## config.mk

```make
export PLATFORM = sky130hd
export DESIGN_NAME = bsrc_top
export DESIGN_NICKNAME = d
export VERILOG_FILES = /design/src/common/bsrc_pkg.sv /design/src/bsrc_top.sv
export SDC_FILE = /design/constraint.sdc
export NUM_CORES = 1
export LEC_CHECK = 0
export BUFFER_PORTS_ARGS = -buffer_cell sky130_fd_sc_hd__buf_2
export CAP_MARGIN = 15
export CELL_PAD_IN_SITES_DETAIL_PLACEMENT = 1
export CELL_PAD_IN_SITES_GLOBAL_PLACEMENT = 2
export CORE_MARGIN = 4
export CORE_UTILIZATION = 25
export DETAILED_ROUTE_END_ITERATION = 8
export GPL_ROUTABILITY_DRIVEN = 0
export HOLD_SLACK_MARGIN = 0.02
export MAX_ROUTING_LAYER = met4
export PLACE_DENSITY_LB_ADDON = 0.1
export SETUP_SLACK_MARGIN = 0.5
export SLEW_MARGIN = 20
export SYNTH_ARGS = -nofsm -noshare
export SYNTH_HDL_FRONTEND = slang
export SYNTH_SLANG_ARGS = --single-unit
```

## constraint.sdc

```tcl
create_clock -name pclk -period 7.09 [get_ports pclk]
set_clock_uncertainty 0.2 [all_clocks]
set_input_delay 0.3545 -clock pclk [delete_from_list [all_inputs] [get_ports pclk]]
set_output_delay 0.3545 -clock pclk [all_outputs]
set_load 0.01 [all_outputs]
```

## src/common/bsrc_pkg.sv

```systemverilog
// Constants and types shared by the boot strap and reset control block
package bsrc_pkg;
    localparam int ADDR_W = 8;
    localparam int DATA_W = 32;
    localparam int NPROC = 4;
    localparam int CNT_W = 32;
    localparam int TAP_W = 4;

    // Register byte offsets
    localparam logic [ADDR_W-1:0] OFS_CTRL = 8'h00;
    localparam logic [ADDR_W-1:0] OFS_TIMER_EN = 8'h04;
    localparam logic [ADDR_W-1:0] OFS_STATUS = 8'h08;
    localparam logic [ADDR_W-1:0] OFS_IDS = 8'h0c;
    localparam logic [ADDR_W-1:0] OFS_COUNT0 = 8'h10;
    localparam logic [ADDR_W-1:0] OFS_COUNT3 = 8'h1c;

    // Control register fields
    localparam int CTL_MASTER_LSB = 0;
    localparam int CTL_FETCH_A = 2;
    localparam int CTL_FETCH_BCD = 3;
    localparam int CTL_TRI_A = 4;
    localparam int CTL_TRI_BCD = 5;
    localparam int CTL_FDRV_LSB = 8;
    localparam int CTL_FVAL_LSB = 12;
    localparam logic [DATA_W-1:0] CTL_RESET = 32'h0000_0000;

    // Status register fields
    localparam int ST_MODE_A_LSB = 0;
    localparam int ST_MODE_BCD_LSB = 3;
    localparam int ST_RSVD_A = 6;
    localparam int ST_RSVD_BCD = 7;
    localparam int ST_CAPTURED = 8;
    localparam int ST_FLAG_IN = 9;
    localparam int ST_EXP_LSB = 10;

    // Identity values wired per processor (A..D); id field stride
    localparam logic [2:0] PROC_ID [NPROC] = '{3'h1, 3'h2, 3'h3, 3'h4};
    localparam int ID_STRIDE = 4;

    // Processor index that stands for the first processor
    localparam logic [1:0] PROC_A = 2'h0;

    // Timer expired pulse length in module clock cycles
    localparam logic [2:0] TEXP_CYCLES = 3'h4;

    // Scan cell capture values
    localparam logic [NPROC-1:0] CAP_DR = 4'h0;
    localparam logic [NPROC-1:0] CAP_IR = 4'hf;

    typedef enum logic [2:0] {
        BSRC_EPROM, BSRC_HOST, BSRC_LINK, BSRC_NONE
    } bsrc_mode_t;

    typedef enum logic [TAP_W-1:0] {
        TAP_RESET, TAP_IDLE, TAP_SEL_DR, TAP_CAP_DR, TAP_SH_DR, TAP_EX1_DR,
        TAP_PAU_DR, TAP_EX2_DR, TAP_UPD_DR, TAP_SEL_IR, TAP_CAP_IR,
        TAP_SH_IR, TAP_EX1_IR, TAP_PAU_IR, TAP_EX2_IR, TAP_UPD_IR
    } bsrc_tap_t;

    function automatic bsrc_mode_t bsrc_decode(input logic e, input logic l,
                                                input logic b);
        if (e)
            return BSRC_EPROM;
        else if (!b)
            return BSRC_NONE;
        else if (l)
            return BSRC_LINK;
        else
            return BSRC_HOST;
    endfunction

    function automatic logic bsrc_reserved(input logic e, input logic l,
                                           input logic b);
        return (e & l) | (~e & l & ~b);
    endfunction
endpackage

```

## src/bsrc_top.sv

```systemverilog
// Boot strap decode, boot select pins, timers and scan chain of the module
// What this block does
// - EPROM strap alone drives boot select as chip select
// - Select input high: host, or link with link strap
// - All straps low: no boot, run external memory
// - Low boot select input means no boot unless the EPROM strap is high
// - Only the bus master drives boot select
// - Boot select is driven only in EPROM mode
// - Processors B, C, D share one strap set
// - Timer expiry asserts output for four cycles
// - One common clock sets instruction rate
// - Module reset gives every processor known state
// - Test reset clears shared test state machine
// - Test clock asynchronous, common to all processors
// - Test data enters scan chain at processor A
// - Test data output comes from processor D
// - Fixed distinct identities, shared flag line common
// - Processor A has its own strap set
// - High EPROM strap selects 8-bit EPROM boot
module bsrc_top
    import bsrc_pkg::*;
(
    input wire logic pclk, // Module clock, also the instruction clock
    input wire logic presetn, // Module reset
    input wire logic clk_en, // Freezes all state while low
    input wire logic psel, // APB select
    input wire logic penable, // APB access phase
    input wire logic pwrite, // APB direction
    input wire logic [bsrc_pkg::ADDR_W-1:0] paddr, // APB byte address
    input wire logic [bsrc_pkg::DATA_W-1:0] pwdata, // APB write data
    output logic [bsrc_pkg::DATA_W-1:0] prdata, // APB read data
    output logic pready, // APB ready
    output logic pslverr, // APB error on unmapped address
    input wire logic first_cpu_eprom_boot_strap, // Processor A EPROM strap
    input wire logic first_cpu_link_boot_strap, // Processor A link strap
    input wire logic first_cpu_boot_memory_select_i, // A select pin in
    output logic first_cpu_boot_memory_select_o, // A select pin out
    output logic first_cpu_boot_memory_select_oe, // A select drive
    input wire logic shared_eprom_boot_strap, // B, C, D EPROM strap
    input wire logic shared_link_boot_strap, // B, C, D link strap
    input wire logic shared_boot_memory_select_i, // B, C, D select pin in
    output logic shared_boot_memory_select_o, // B, C, D select pin out
    output logic shared_boot_memory_select_oe, // B, C, D select drive
    output bsrc_pkg::bsrc_mode_t boot_mode_a, // Decoded mode of A
    output bsrc_pkg::bsrc_mode_t boot_mode_bcd, // Decoded mode of B, C, D
    output logic [bsrc_pkg::NPROC-1:0] timer_expired_out, // Per processor
    input wire logic shared_flag_line_i, // Common flag line in
    output logic shared_flag_line_o, // Common flag line out
    output logic shared_flag_line_oe, // Common flag line drive
    input wire logic tck, // Test clock, asynchronous
    input wire logic tms, // Test mode select
    input wire logic tdi, // Test data in
    input wire logic trst_n, // Test reset
    output logic tdo // Test data out
);
    import bsrc_pkg::*;

    // Bus slave
    logic pready_r;
    logic pslverr_r;
    logic [DATA_W-1:0] prdata_r;
    logic [DATA_W-1:0] ctrl_r;
    logic [NPROC-1:0] timer_en_r;
    logic [CNT_W-1:0] count_r [NPROC];
    logic [CNT_W-1:0] count_nxt [NPROC];
    logic [2:0] pulse_r [NPROC];
    logic [2:0] pulse_nxt [NPROC];
    logic [NPROC-1:0] texp_r;

    wire acc = psel & penable;
    wire done = acc & pready_r;
    wire wr_done = done & pwrite;
    wire aligned = (paddr[1:0] == 2'h0);
    wire hit_ctrl = aligned & (paddr == OFS_CTRL);
    wire hit_ten = aligned & (paddr == OFS_TIMER_EN);
    wire hit_stat = aligned & (paddr == OFS_STATUS);
    wire hit_ids = aligned & (paddr == OFS_IDS);
    wire hit_cnt = aligned & (paddr >= OFS_COUNT0) & (paddr <= OFS_COUNT3);
    wire [1:0] cnt_idx = 2'((paddr - OFS_COUNT0) >> 2);
    wire mapped = hit_ctrl | hit_ten | hit_stat | hit_ids | hit_cnt;

    // Strap capture and decode
    logic captured_r;
    bsrc_mode_t mode_a_r;
    bsrc_mode_t mode_bcd_r;
    logic rsvd_a_r;
    logic rsvd_bcd_r;

    // A decodes its own straps; B, C, D share one set and one mode
    wire bsrc_mode_t mode_a_dec = bsrc_decode(first_cpu_eprom_boot_strap,
        first_cpu_link_boot_strap,
        first_cpu_boot_memory_select_i);
    wire bsrc_mode_t mode_bcd_dec = bsrc_decode(shared_eprom_boot_strap,
        shared_link_boot_strap,
        shared_boot_memory_select_i);
    // Reserved codes still fall into a defined mode, only flagged
    wire rsvd_a_dec = bsrc_reserved(first_cpu_eprom_boot_strap,
        first_cpu_link_boot_strap, first_cpu_boot_memory_select_i);
    wire rsvd_bcd_dec = bsrc_reserved(shared_eprom_boot_strap,
        shared_link_boot_strap, shared_boot_memory_select_i);

    always_ff @(posedge pclk or negedge presetn) begin
        if (!presetn) begin
            captured_r <= 1'b0;
            mode_a_r <= BSRC_NONE;
            mode_bcd_r <= BSRC_NONE;
            rsvd_a_r <= 1'b0;
            rsvd_bcd_r <= 1'b0;
        end else if (clk_en && !captured_r) begin
            // Caught once at release; the pin later turns output
            captured_r <= 1'b1;
            mode_a_r <= mode_a_dec;
            mode_bcd_r <= mode_bcd_dec;
            rsvd_a_r <= rsvd_a_dec;
            rsvd_bcd_r <= rsvd_bcd_dec;
        end
    end

    // Boot select pins
    wire [1:0] master = ctrl_r[CTL_MASTER_LSB +: 2];
    wire a_is_master = (master == PROC_A);
    wire a_eprom = captured_r & (mode_a_r == BSRC_EPROM);
    wire bcd_eprom = captured_r & (mode_bcd_r == BSRC_EPROM);
    // Outside EPROM mode the pin is an input, so never driven by us
    wire a_oe_nxt = a_eprom & a_is_master & ~ctrl_r[CTL_TRI_A];
    wire bcd_oe_nxt = bcd_eprom & ~a_is_master
                      & ~ctrl_r[CTL_TRI_BCD];
    wire a_cs_nxt = ~ctrl_r[CTL_FETCH_A];
    wire bcd_cs_nxt = ~ctrl_r[CTL_FETCH_BCD];

    logic a_oe_r;
    logic bcd_oe_r;
    logic a_cs_r;
    logic bcd_cs_r;

    always_ff @(posedge pclk or negedge presetn) begin
        if (!presetn) begin
            a_oe_r <= 1'b0;
            bcd_oe_r <= 1'b0;
            a_cs_r <= 1'b1;
            bcd_cs_r <= 1'b1;
        end else if (clk_en) begin
            a_oe_r <= a_oe_nxt;
            bcd_oe_r <= bcd_oe_nxt;
            a_cs_r <= a_cs_nxt;
            bcd_cs_r <= bcd_cs_nxt;
        end
    end

    // Shared flag line: lowest driving processor wins
    wire [NPROC-1:0] fdrv = ctrl_r[CTL_FDRV_LSB +: NPROC];
    wire [NPROC-1:0] fval = ctrl_r[CTL_FVAL_LSB +: NPROC];
    wire [NPROC-1:0] fsel = fdrv & (~fdrv + 4'h1);
    wire flag_oe_nxt = |fdrv;
    wire flag_o_nxt = |(fsel & fval);
    logic flag_oe_r;
    logic flag_o_r;

    always_ff @(posedge pclk or negedge presetn) begin
        if (!presetn) begin
            flag_oe_r <= 1'b0;
            flag_o_r <= 1'b0;
        end else if (clk_en) begin
            flag_oe_r <= flag_oe_nxt;
            flag_o_r <= flag_o_nxt;
        end
    end

    // Timers, one per processor, all on the common clock
    for (genvar i = 0; i < NPROC; i++) begin : g_tmr
        wire wr_cnt = wr_done & hit_cnt & (cnt_idx == 2'(i));
        wire expire = timer_en_r[i] & (count_r[i] == 32'h1) & ~wr_cnt;
        assign count_nxt[i] = wr_cnt ? pwdata
                            : (timer_en_r[i] && count_r[i] != 32'h0)
                            ? count_r[i] - 32'h1 : count_r[i];
        assign pulse_nxt[i] = expire ? TEXP_CYCLES
                            : (pulse_r[i] != 3'h0) ? pulse_r[i] - 3'h1
                            : pulse_r[i];
        always_ff @(posedge pclk or negedge presetn) begin
            if (!presetn) begin
                count_r[i] <= 32'h0;
                pulse_r[i] <= 3'h0;
                texp_r[i] <= 1'b0;
            end else if (clk_en) begin
                count_r[i] <= count_nxt[i];
                pulse_r[i] <= pulse_nxt[i];
                texp_r[i] <= (pulse_nxt[i] != 3'h0);
            end
        end
    end

    // Register read mux
    logic [DATA_W-1:0] status;
    logic [DATA_W-1:0] ids;
    always_comb begin
        status = '0;
        status[ST_MODE_A_LSB +: 3] = mode_a_r;
        status[ST_MODE_BCD_LSB +: 3] = mode_bcd_r;
        status[ST_RSVD_A] = rsvd_a_r;
        status[ST_RSVD_BCD] = rsvd_bcd_r;
        status[ST_CAPTURED] = captured_r;
        status[ST_FLAG_IN] = shared_flag_line_i;
        status[ST_EXP_LSB +: NPROC] = texp_r;
        ids = '0;
        for (int k = 0; k < NPROC; k++) begin
            ids[k*ID_STRIDE +: 3] = PROC_ID[k];
        end
    end

    wire [DATA_W-1:0] rd_mux = hit_ctrl ? ctrl_r
                             : hit_ten ? {28'h0, timer_en_r}
                             : hit_stat ? status
                             : hit_ids ? ids
                             : hit_cnt ? count_r[cnt_idx]
                             : 32'h0;

    // One wait state: ready rises in the second access cycle
    always_ff @(posedge pclk or negedge presetn) begin
        if (!presetn) begin
            pready_r <= 1'b0;
            pslverr_r <= 1'b0;
            prdata_r <= 32'h0;
        end else if (clk_en) begin
            pready_r <= acc & ~pready_r;
            pslverr_r <= acc & ~pready_r & ~mapped;
            prdata_r <= (acc & ~pready_r & ~pwrite) ? rd_mux : 32'h0;
        end
    end

    always_ff @(posedge pclk or negedge presetn) begin
        if (!presetn) begin
            ctrl_r <= CTL_RESET;
            timer_en_r <= 4'h0;
        end else if (clk_en) begin
            if (wr_done && hit_ctrl)
                ctrl_r <= pwdata;
            if (wr_done && hit_ten)
                timer_en_r <= pwdata[NPROC-1:0];
        end
    end

    // Test access: tck only sampled, never used as a clock
    logic tck_s1;
    logic tck_s2;
    logic tck_s3;
    logic tms_s1;
    logic tms_s2;
    logic tdi_s1;
    logic tdi_s2;
    logic trst_s1;
    logic trst_s2;

    always_ff @(posedge pclk or negedge presetn) begin
        if (!presetn) begin
            tck_s1 <= 1'b0;
            tck_s2 <= 1'b0;
            tck_s3 <= 1'b0;
            tms_s1 <= 1'b1;
            tms_s2 <= 1'b1;
            tdi_s1 <= 1'b1;
            tdi_s2 <= 1'b1;
            trst_s1 <= 1'b0;
            trst_s2 <= 1'b0;
        end else if (clk_en) begin
            tck_s1 <= tck;
            tck_s2 <= tck_s1;
            tck_s3 <= tck_s2;
            tms_s1 <= tms;
            tms_s2 <= tms_s1;
            tdi_s1 <= tdi;
            tdi_s2 <= tdi_s1;
            trst_s1 <= trst_n;
            trst_s2 <= trst_s1;
        end
    end

    wire tck_rise = tck_s2 & ~tck_s3;
    wire tck_fall = ~tck_s2 & tck_s3;

    bsrc_tap_t tap_r;
    bsrc_tap_t tap_nxt;
    always_comb begin
        unique case (tap_r)
            TAP_RESET: tap_nxt = tms_s2 ? TAP_RESET : TAP_IDLE;
            TAP_IDLE: tap_nxt = tms_s2 ? TAP_SEL_DR : TAP_IDLE;
            TAP_SEL_DR: tap_nxt = tms_s2 ? TAP_SEL_IR : TAP_CAP_DR;
            TAP_CAP_DR: tap_nxt = tms_s2 ? TAP_EX1_DR : TAP_SH_DR;
            TAP_SH_DR: tap_nxt = tms_s2 ? TAP_EX1_DR : TAP_SH_DR;
            TAP_EX1_DR: tap_nxt = tms_s2 ? TAP_UPD_DR : TAP_PAU_DR;
            TAP_PAU_DR: tap_nxt = tms_s2 ? TAP_EX2_DR : TAP_PAU_DR;
            TAP_EX2_DR: tap_nxt = tms_s2 ? TAP_UPD_DR : TAP_SH_DR;
            TAP_UPD_DR: tap_nxt = tms_s2 ? TAP_SEL_DR : TAP_IDLE;
            TAP_SEL_IR: tap_nxt = tms_s2 ? TAP_RESET : TAP_CAP_IR;
            TAP_CAP_IR: tap_nxt = tms_s2 ? TAP_EX1_IR : TAP_SH_IR;
            TAP_SH_IR: tap_nxt = tms_s2 ? TAP_EX1_IR : TAP_SH_IR;
            TAP_EX1_IR: tap_nxt = tms_s2 ? TAP_UPD_IR : TAP_PAU_IR;
            TAP_PAU_IR: tap_nxt = tms_s2 ? TAP_EX2_IR : TAP_PAU_IR;
            TAP_EX2_IR: tap_nxt = tms_s2 ? TAP_UPD_IR : TAP_SH_IR;
            TAP_UPD_IR: tap_nxt = tms_s2 ? TAP_SEL_DR : TAP_IDLE;
        endcase
    end

    // One cell per processor, A first and D last
    logic [NPROC-1:0] chain_r;
    logic tdo_r;
    wire shifting = (tap_r == TAP_SH_DR) | (tap_r == TAP_SH_IR);

    always_ff @(posedge pclk or negedge presetn) begin
        if (!presetn) begin
            tap_r <= TAP_RESET;
            chain_r <= CAP_DR;
            tdo_r <= 1'b0;
        end else if (clk_en) begin
            if (!trst_s2) begin
                tap_r <= TAP_RESET;
            end else if (tck_rise) begin
                tap_r <= tap_nxt;
                if (shifting)
                    chain_r <= {chain_r[NPROC-2:0], tdi_s2};
                else if (tap_r == TAP_CAP_DR)
                    chain_r <= CAP_DR;
                else if (tap_r == TAP_CAP_IR)
                    chain_r <= CAP_IR;
            end
            if (tck_fall && shifting)
                tdo_r <= chain_r[NPROC-1];
        end
    end

    assign prdata = prdata_r;
    assign pready = pready_r;
    assign pslverr = pslverr_r;
    assign first_cpu_boot_memory_select_o = a_cs_r;
    assign first_cpu_boot_memory_select_oe = a_oe_r;
    assign shared_boot_memory_select_o = bcd_cs_r;
    assign shared_boot_memory_select_oe = bcd_oe_r;
    assign boot_mode_a = mode_a_r;
    assign boot_mode_bcd = mode_bcd_r;
    assign timer_expired_out = texp_r;
    assign shared_flag_line_o = flag_o_r;
    assign shared_flag_line_oe = flag_oe_r;
    assign tdo = tdo_r;
endmodule

```

### Word level (Yosys, flattened, before mapping)

Index checks and enable logic that the tools add are counted.

* register bits: 247
* input port bits: 57
* output and inout port bits: 51
* word-level logic and storage cells: 243

* add/sub/neg operators: 10
* $lt $le $gt $ge: 3
* equality and inequality tests: 26
* mux-type cells: 49
* bitwise operators: 68
* reductions and logical operators: 47

Operator list (number)
* 32-bit 2-to-1 mux: 16
* 32-bit by 1-bit == test with 1-bit output (second input constant): 4
* 32-bit nonzero test: 4
* 32-bit by 1-bit subtractor with 32-bit output (second input constant): 4
* 32-bit binary-select mux with 2-bit select: 1
* 4-bit one-hot mux with 12 select lines: 1
* 1-bit AND: 39
* 3-bit 2-to-1 mux: 13
* 4-bit 2-to-1 mux: 9
* 4-bit == test (second input constant): 8
* 3-bit nonzero test: 9
* 1-bit inverter: 18
* 4-bit by 3-bit == test with 1-bit output (second input constant): 4
* 8-bit by 4-bit == test with 1-bit output (second input constant): 2
* 2-bit AND reduction: 8
* 2-bit 2-to-1 mux: 6
* 3-bit by 1-bit subtractor with 3-bit output (second input constant): 4
* 4-bit AND: 2
* 4-bit by 2-bit == test with 1-bit output (second input constant): 2
* 8-bit by 3-bit == test with 1-bit output (second input constant): 1
* 8-bit by 5-bit >= comparator with 1-bit output (second input constant): 1
* 8-bit by 5-bit <= comparator with 1-bit output (second input constant): 1
* 1-bit logical AND: 8
* 8-bit logical NOT: 1
* 20 further kinds: 37

### Depth between registers and ports, before layout

Gate-level depths: netlist of run 1.

* depth after elaboration: 11
* depth in mapped cells: 9
* depth with buffers taken out: 8

### Worst setup path after synthesis of run 1

OpenSTA, ideal clock, no wires.

* path type: reg-to-reg
* start point: register count_r[123] (netlist bit)
* end point: register count_r[112] (netlist bit)
* arrival: 2574 ps
* data required time: 6753 ps
* slack: 4179 ps
* stages on the path, launching flop included: 9
* path through: dfrtp_1 or4_4 or4_4 or4_4 and3_4 buf_6 buf_6 a311oi_2 a21oi_1

* longest elaborated chain between the ends: 4

RTL lines
* start, declared: RTL line bsrc_top.sv:64 `logic [CNT_W-1:0] count_r [NPROC];`
* start signal, assigned by index: RTL line bsrc_top.sv:185 `count_r[i] <= count_nxt[i];`
* 32-bit nonzero test: RTL line bsrc_top.sv:174 `: (timer_en_r[i] && count_r[i] != 32'h0)`
* 1-bit logical AND: RTL line bsrc_top.sv:174
* 2-bit nonzero test (no source line)
* 2-bit AND reduction (no source line)

No other way between the ends.
A chain may end at the register's enable or synchronous reset.

### Final worst setup path of run 1

* start point: register count_r[16] (netlist bit)
* end point: register count_r[26] (netlist bit)

* longest elaborated chain between the ends: 4
* elaborated cells on any way between the ends: 7
* those cells by class: add/sub (1); mux (2); reduce/logical (4)

RTL lines
* branches (longest 4 deep; another with 32-bit by 1-bit subtractor with 32-bit output)

Several ways; the timed one is not identified. The select of a mux whose other input is x is not followed.

==> results of run 1 <==
[metal layers]
metal	up-vias	share of wire [%]
li1	6201	-
met1	7100	45
met2	323	48
met3	101	3.7
met4	0	3.3
met5	-	0
[power by group through the flow]
stage,clock network (W),registers (W),logic (W)
3_5_place_dp,0,0.00177,0.000758
3_3_place_gp,0,0.00176,0.000743
4_1_cts,0.00197,0.00174,0.000775
6_report,0.00191,0.00174,0.000764
5_1_grt,0.00203,0.00176,0.000870
2_1_floorplan,0,0.00165,0.000499
[critical path, stage by stage, from the launching register on]
cell and delay, ps:
dfrtp_1 440, nor3_1 760, nand4b_1 410, nor4_1 760, a31oi_4 570, a21oi_1 310
a21oi_1 60
[cell families (layout without fill, tap and decap cells)]
logic type	count (synthesis)	after routing	synth area share (%)
compound gates	507	507	21.92
fa+ha+maj	24	24	2.076
buf+inv	160	284	4.386
flops	245	245	42.48
mux	82	82	8.825
other cells	1	2	0.02593
simple gates	562	562	20.28
[flip-flops by register name, indices dropped and copies added, names as in the netlist, 2 cells and up]
signal / count
count_r: 128
ctrl_r: 32
prdata: 32
pulse_r: 12
chain_r: 4
tap_r: 4
timer_en_r: 4
timer_expired_out: 4
boot_mode_a: 2
boot_mode_bcd: 2
[cell usage in the layout (no fill, tap or decap), drive strengths merged, types with 6 or more instances in the layout]
cell type / count
a211oi: 21
a21o: 11
a21oi: 144
a22o: 8
a22oi: 29
a31o: 11
a31oi: 13
and3: 14
buf: 134
clkbuf: 49
clkinv: 7
clkinvlp: 6
dfrtp: 235
dfstp: 10
dlygate4sd3: 31
ha: 24
inv: 54
mux2: 44
mux2i: 6
mux4: 32
nand2: 112
nand2b: 7
nand3: 79
nand3b: 11
nand4: 21
nand4b: 8
nor2: 109
nor2b: 6
nor3: 65
nor4: 48
o211ai: 25
o21ai: 144
o22ai: 20
o2bb2ai: 34
o311ai: 10
o31ai: 6
or2: 15
or3: 23
or4: 20
[final cells by class]
class	instances	share of cell area (%)
Clock buffer	49	6.118
Sequential cell	245	35.38
Tap cell	756	5.448
Clock inverter	16	1.045
Inverter	54	1.167
Multi-Input combinational cell	1177	44.71
Timing Repair Buffer	165	6.125
[worst min path at each step]
| stage | start | endpoint | slack [ps] | cells past startpoint |
|---|---|---|---|---|
| 2_1_floorplan | presetn | captured_r | -140 | 0 |
| 3_3_place_gp | presetn | tap_r[2] | 210 | 1 |
| 3_5_place_dp | presetn | tap_r[2] | 210 | 1 |
| 4_1_cts | shared_boot_memory_select_i | rsvd_bcd_r | 20 | 4 |
| 5_1_grt | pwdata[8] | count_r[72] | 30 | 3 |
| 6_report | shared_boot_memory_select_i | rsvd_bcd_r | 30 | 4 |
[stage by stage]
| step | worst slack, ps | area (um2) | util (%) |
|---|---|---|---|
| 5_1_grt | 3020 | 17360 | 30.56 |
| 3_3_place_gp | 3391 | 15800 | 27.81 |
| 3_5_place_dp | 3261 | 15810 | 27.82 |
| 6_report | 3386 | 17360 | 30.56 |
| 2_1_floorplan | 4179 | 14470 | - |
| 4_1_cts | 3368 | 17360 | 30.56 |
==> qor.txt, run 1 <==
worst reg2reg path depth: 6
register area: 0.006143 mm2
CP required: 7250 ps
Max Clk Rate: 0.2700 GHz
Total Power: 0.004419 W
initial antenna violation count: 0
switching share of total power: 32.74%
sequential share of power: 39.4%
Setup crit end kind: flip-flop
Starting DRT DRC Count: 890
GRT met2 Usage: 36.18%
P_int: 0.002972 W
Placed Cells incl. Taps: 2366
switching pwr: 0.001447 W
Worst Path Arrival: 3870 ps
TritonCTS buffer count: 36
Clk Tree Root Cell: clkbuf_16
Die H: 248.5 um
Max-slew headroom: 26.48%
gr busiest metal: met2
Power per Cell Area: 254.5 mW/mm2
vias in the first global route: 14070
Worst Setup EP: count_r[26]
proportion of layout cells with a drive suffix above 1: 19.46%
gr usage total: 22.20%
dominant cells by area after synthesis: dfrtp_1 (41%), a21oi_1 (5.0%), mux4_2 (5.0%)
Ports: 108
cell with the most instances after synthesis: dfrtp_1
# DRC: 0
Fillers: 6542
Routed WL: 67580 um
Mean Syn Cell Area: 9.147 um2
clock sink count: 245
ant diodes: 0
Clock Path Buffers: 3
Reg-to-Reg End: count_r[26]
Slew @ Worst Pin: 1100 ps
pin count of the biggest net entering global routing: 72
CP startpoint: count_r[16]
Hold Path Class: input pin to flip-flop
Area Overhead vs Synth: 20.06%
Post-Syn Instances: 1581
first-pass GRT wire length: 101200 um
CTS tree: built
RSZ-0062 raised after global routing: false
Worst Setup Start Kind: flip-flop
ANT nets after route: 0
RR Startpoint: count_r[16]
final hold violation count: 0
core box area: 0.05682 mm2
post-synthesis async set-or-reset flop share: 100.0%
post-DP HPWL: 49570 um
total congestion overflow: 0
max cap viols: 0
Die W: 248.5 um
setup slack, reg-to-reg: 3390 ps
#FFs+latches synth: 245
Peak VDD IR: 152.3 uV
Setup-failing EPs final: 0
Non-Filler Instances: 2462
Synth warnings: 0
post-synthesis cell type count: 71
die area: 0.06176 mm2
Starting Density: 25.45%
fin crit share: 52.24%
met1 Track Usage GR: 28.84%
Nets: 1760
Setup Crit Path Kind: flip-flop to flip-flop
Vias per Instance: 5.575
postcts setup bufs: 0
most frequently used flop master after synthesis: dfrtp_1
Port Buffer Count: 105
Period minus WS final: 3704 ps
wire per inst: 27.45 um
register area share after synthesis: 42.48%
htree depth: 2
Pins Over Slew Limit: 0
clock slew at reported path FFs: 60 ps
vias: 13730
Hold Buf Count CTS: 31
# rows: 87
multi-input logic area: 0.007764 mm2
post-synth top area share: 40.66%
DR pass1 iterations: 4
status: complete, no violations
Leak: 7.427 nW
clock latency at the later pin of the worst-skew pair: 560 ps
Post-synth top cells: dfrtp_1 (235), a21oi_1 (144), o21ai_0 (143)
Clk pwr share: 43.3%
Post-Syn Area: 0.01446 mm2
Comb power frac: 17.3%
worst-path fanout max: 38
number of synthesized flops with an enable pin: 0
setup_tns: 0 ps
post-cts sizing count: 0
grt met3 use: 2.978%
Yosys top cell by area: dfrtp_1
hold slack: 32.25 ps
No activity file was read; power rests on OpenSTA's default activity.
==> inputs of run 2 (changes only) <==
- clock period: 7.09 -> 3 ns (I/O delays scaled with it)
==> run 2 against run 1 <==
Effect of this change:
- wire length up 12%
- global-route usage rose by 1.8 points
- largest cell class unchanged
- sequential cell count stayed put
- worst setup slack worse by 3200 ps
- largest power group unchanged
- via count is 9.5% higher
- combinational power grew to 3.7 times the previous value
- core utilization increased by 5.7 points
- worst hold slack improved by 65 ps
- first-iteration DRC count rose by 11%
- highest routed layer unchanged
- maximum frequency up 30%
==> qor.txt, run 2 (synthesized netlist as in run 1, its figures left out) <==
Worst Setup EP: count_r[127]
CP startpoint: count_r[123]
Peak VDD IR: 326.2 uV
status: complete, no violations
Worst Path Arrival: 3100 ps
pin count of the biggest net entering global routing: 70
worst setup margin: 156.3 ps
Leak: 8.869 nW
most common cell after layout, fill and taps aside: dfrtp_1
Clock Path Buffers: 3
clock slew at reported path FFs: 60 ps
Setup Crit Path Kind: flip-flop to flip-flop
first-pass GRT wire length: 109400 um
Power per Cell Area: 540.9 mW/mm2
Pins Over Slew Limit: 0
max cap viols: 0
grt met3 use: 3.156%
htree depth: 2
worst-path fanout max: 5
Slew @ Worst Pin: 651.7 ps
wire per inst: 28.04 um
core box area: 0.05682 mm2
gr usage total: 23.99%
Area Overhead vs Synth: 42.33%
Worst Setup Start Kind: flip-flop
vias: 15030
RSZ-0062 raised after global routing: true
initial antenna violation count: 3
setup slack, reg-to-reg: 160 ps
Port Buffer Count: 105
RR Startpoint: count_r[123]
clock sink count: 245
DP Worst Slack: -31.87 ps
Starting DRT DRC Count: 986
Reg-to-Reg End: count_r[127]
gr busiest metal: met2
die area: 0.06176 mm2
Die W: 248.5 um
Largest register FFs: 128
Max-slew headroom: 56.55%
Period minus WS final: 2844 ps
CP required: 3260 ps
Vias per Instance: 5.580
Fillers: 6417
Die H: 248.5 um
post-DP HPWL: 53750 um
hold slack: 97.62 ps
worst reg2reg path depth: 6
total congestion overflow: 0
# rows: 87
GRT met2 Usage: 37.92%
Max Clk Rate: 0.3516 GHz
proportion of layout cells with a drive suffix above 1: 36.85%
TritonCTS buffer count: 34
Setup crit end kind: flip-flop
Hold Path Class: input pin to flip-flop
final hold violation count: 0
Nets: 1993
met1 Track Usage GR: 32.79%
vias in the first global route: 15280
Ports: 108
Setup-failing EPs final: 0
Routed WL: 75500 um
DR pass1 iterations: 5
clock latency at the later pin of the worst-skew pair: 580 ps
ANT nets after route: 0
# DRC: 0
largest reg by FF count: count_r
Starting Density: 25.45%
CTS tree: built
fin crit share: 94.79%
Clk Tree Root Cell: clkbuf_16
commonest cells after routing, fill and taps aside: dfrtp_1 (217), buf_4 (171), a21oi_1 (119)
## run 2: cell count changes in the layout (fill, tap and decap cells not counted), moves of 19 or more
| cell | change |
|---|---|
| a21oi_1 | -25 |
| a21oi_2 | +23 |
| buf_4 | +142 |
| buf_6 | +37 |
| dlygate4sd3_1 | +28 |
| o21ai_0 | -54 |
| o21ai_1 | +32 |
| o21ai_2 | +19 |
## run 2: layer usage
layer | wire length (um) | part of all wire [%]
met1 | 34970 | 46
met2 | 34710 | 46
met3 | 3370 | 4.5
met4 | 2454 | 3.3
met5 | 0 | 0
## run 2: critical path, stage by stage (launching register included)
cell	delay [ps]
dfrtp_1	390
or4_4	540
or4_4	450
or4_4	600
and3_4	260
a311oi_2	240
a21oi_1	60
## run 2: repair_timing
| action | 4_1_cts | 5_1_grt |
|---|---|---|
| buffers inserted | 33 | 35 |
| endpoints found under the hold margin | 424 | 3 |
| cloned | 2 | 12 |
| endpoints found under the setup margin | 144 | 133 |
| hold buffers | 58 | 1 |
| pin swaps | 29 | 73 |
| gates resized for setup | 93 | 225 |
## run 2: how the worst min path moves through the flow
stage / start / to / slack (ps) / cells after the start
3_3_place_gp: presetn / tap_r[0] / 7 / 1
6_report: paddr[3] / prdata[14] / 100 / 5
2_1_floorplan: presetn / captured_r / -350 / 0
5_1_grt: clk_en / tms_s2 / 150 / 4
3_5_place_dp: presetn / tap_r[0] / 8 / 1
4_1_cts: psel / prdata[5] / 80 / 5
## run 2: cell type report
class | instances | area [um2] | share of cell area (%)
multi-input cells | 1179 | 8821 | 42.85
flip-flops and latches | 245 | 6166 | 29.96
repair buffers | 398 | 3307 | 16.07
clock buffers | 53 | 1012 | 4.918
well taps | 756 | 945.9 | 4.595
inverters | 54 | 202.7 | 0.9847
clock inverters | 6 | 123.9 | 0.6018
diodes | 2 | 5.005 | 0.02431
## run 2: stage by stage
step | setup TNS [ps] | cells | util [%] | cell area, um2 | total power, W
final | 0 | 2693 | 36.22 | 20580 | 0.01113
after global routing | 0 | 2693 | 36.22 | 20580 | 0.01163
after CTS | 0 | 2643 | 34.13 | 19400 | 0.01079
after detailed placement | -59.23 | 2491 | 29.96 | 17020 | 0.006218
after global placement | -21.97 | 2491 | 29.96 | 17020 | 0.006173
after floorplan | 0 | 1582 | - | 14600 | 0.005104
## run 2: where the power goes
| part | internal, W | leakage [nW] | switching [W] |
|---|---|---|---|
| registers | 0.00363 | 3.22 | 0.000403 |
| logic | 0.00121 | 5.09 | 0.00163 |
| clock network | 0.00258 | 0.554 | 0.00169 |
==> inputs of run 3 (changes only) <==
- CELL_PAD_IN_SITES_DETAIL_PLACEMENT: 1 -> 2
==> run 3 against run 2 <==
Effect of this change:
- first-iteration DRC count up 12%
- final cell count up 0.33%
- die area unchanged
- sequential power about the same
- wire length up 4.2%
- core utilization about the same
- sequential share of layout area about the same
- highest routed layer unchanged
- largest power group unchanged
- global-route usage up 0.81 points
==> qor.txt, run 3 (synthesized netlist as in run 1, its figures left out) <==
status: complete, no violations
Hold Path Stages: 5
Hold Path Class: input pin to flip-flop
worst-path fanout max: 5
Routed WL: 78710 um
Pins Over Slew Limit: 0
final hold violation count: 0
ANT nets after route: 0
DR pass1 iterations: 4
vias: 15310
Fillers: 6174
gr usage total: 24.80%
worst reg2reg path depth: 6
largest reg by FF count: count_r
first-pass GRT wire length: 113200 um
Vias per Instance: 5.666
RR Startpoint: count_r[123]
Setup crit end kind: flip-flop
Worst Setup Start Kind: flip-flop
Die W: 248.5 um
Peak VDD IR: 350.0 uV
# rows: 87
fin crit share: 95.04%
Period minus WS final: 2851 ps
core box area: 0.05682 mm2
Worst Path Arrival: 3080 ps
Power per Cell Area: 538.5 mW/mm2
clock latency at the later pin of the worst-skew pair: 560 ps
TritonCTS buffer count: 36
hold_sp: psel
Largest register FFs: 128
post-DP HPWL: 55940 um
max cap viols: 0
Placed Cells incl. Taps: 2491
Area Overhead vs Synth: 42.39%
Reg-to-Reg End: count_r[127]
CTS tree: built
proportion of layout cells with a drive suffix above 1: 36.46%
hold endpoint: prdata[14]
die area: 0.06176 mm2
Setup-failing EPs final: 0
commonest cells after routing, fill and taps aside: dfrtp_1 (220), buf_4 (177), a21oi_1 (124)
Non-Filler Instances: 2702
# DRC: 0
clock slew at reported path FFs: 60 ps
wire per inst: 29.13 um
Total Power: 0.01109 W
setup slack, reg-to-reg: 150 ps
Max-slew headroom: 55.21%
CP required: 3230 ps
Setup Crit Path Kind: flip-flop to flip-flop
initial antenna violation count: 5
Slew @ Worst Pin: 664.8 ps
total congestion overflow: 0
Nets: 1999
most common cell after layout, fill and taps aside: dfrtp_1
Max Clk Rate: 0.3507 GHz
Clock Path Buffers: 3
Starting DRT DRC Count: 1106
Die H: 248.5 um
vias in the first global route: 15770
htree depth: 2
Ports: 108
RSZ-0062 raised after global routing: true
Port Buffer Count: 105
Clk Tree Root Cell: clkbuf_16
Starting Density: 25.45%
clock sink count: 245
Leak: 8.917 nW
pin count of the biggest net entering global routing: 72
-- run 3: cell type report --
cell class	instances	area [um2]	area share [%]
timing repair buffer	402	3323	16.14
multi-input combinational	1179	8815	42.81
clock buffer	56	1077	5.232
sequential	245	6162	29.93
inverter	54	202.7	0.9844
tap	756	945.9	4.594
antenna	4	10.01	0.04861
clock inverter	6	55.05	0.2674
-- run 3: worst max path at each step --
stage | cells past startpoint | slack (ps) | endpoint | startpoint
2_1_floorplan | 8 | 90 | count_r[112] | count_r[123]
4_1_cts | 6 | 150 | count_r[112] | count_r[123]
3_3_place_gp | 6 | -10 | pulse_r[7] | count_r[71]
5_1_grt | 6 | 110 | count_r[127] | count_r[123]
3_5_place_dp | 6 | -50 | pulse_r[6] | count_r[71]
6_report | 6 | 150 | count_r[127] | count_r[123]
-- run 3: layer usage --
metal / vias to the layer above / wire, um / track usage [%] / share of wire, %
li1: 6703 / - / - / -
met2: 361 / 37570 / 39.91 / 48
met5: - / 0 / - / 0
met4: 0 / 2047 / 6.011 / 2.6
met1: 8141 / 35810 / 33.33 / 45
met3: 105 / 3280 / 3.323 / 4.2
-- run 3: per-stage QoR --
step / setup TNS, ps / instance area (um2) / hold WS, ps / worst slack [ps] / utilization, %
floorplan: 0 / 14600 / -345.6 / 89.70 / -
global placement: -21.97 / 17020 / 6.790 / -11.91 / 29.96
detailed placement: -102.3 / 17020 / 0.8875 / -53.06 / 29.96
CTS: 0 / 19370 / 80.22 / 145.8 / 34.10
global route: 0 / 20590 / 113.8 / 109.5 / 36.23
finish: 0 / 20590 / 87.54 / 148.7 / 36.24
-- run 3: critical path, cell delays in order, from the launching register on --
cell and delay [ps]:
dfrtp_1 380, or4_4 540, or4_4 450, or4_4 590, and3_4 260, a311oi_2 250
a21oi_1 60
-- run 3: report_power, final --
group          total [W]  switching, W  internal [W]
Combinational    0.00283       0.00165       0.00118
Sequential       0.00404      0.000411       0.00362
Clock            0.00422       0.00168       0.00254
-- run 3: repair_timing --
action,4_1_cts,5_1_grt
endpoints found under the hold margin,421,0
buffers inserted,28,48
setup endpoints to repair,144,131
cloned,2,10
pin swaps,35,69
hold buffers,57,0
resized for setup,98,220
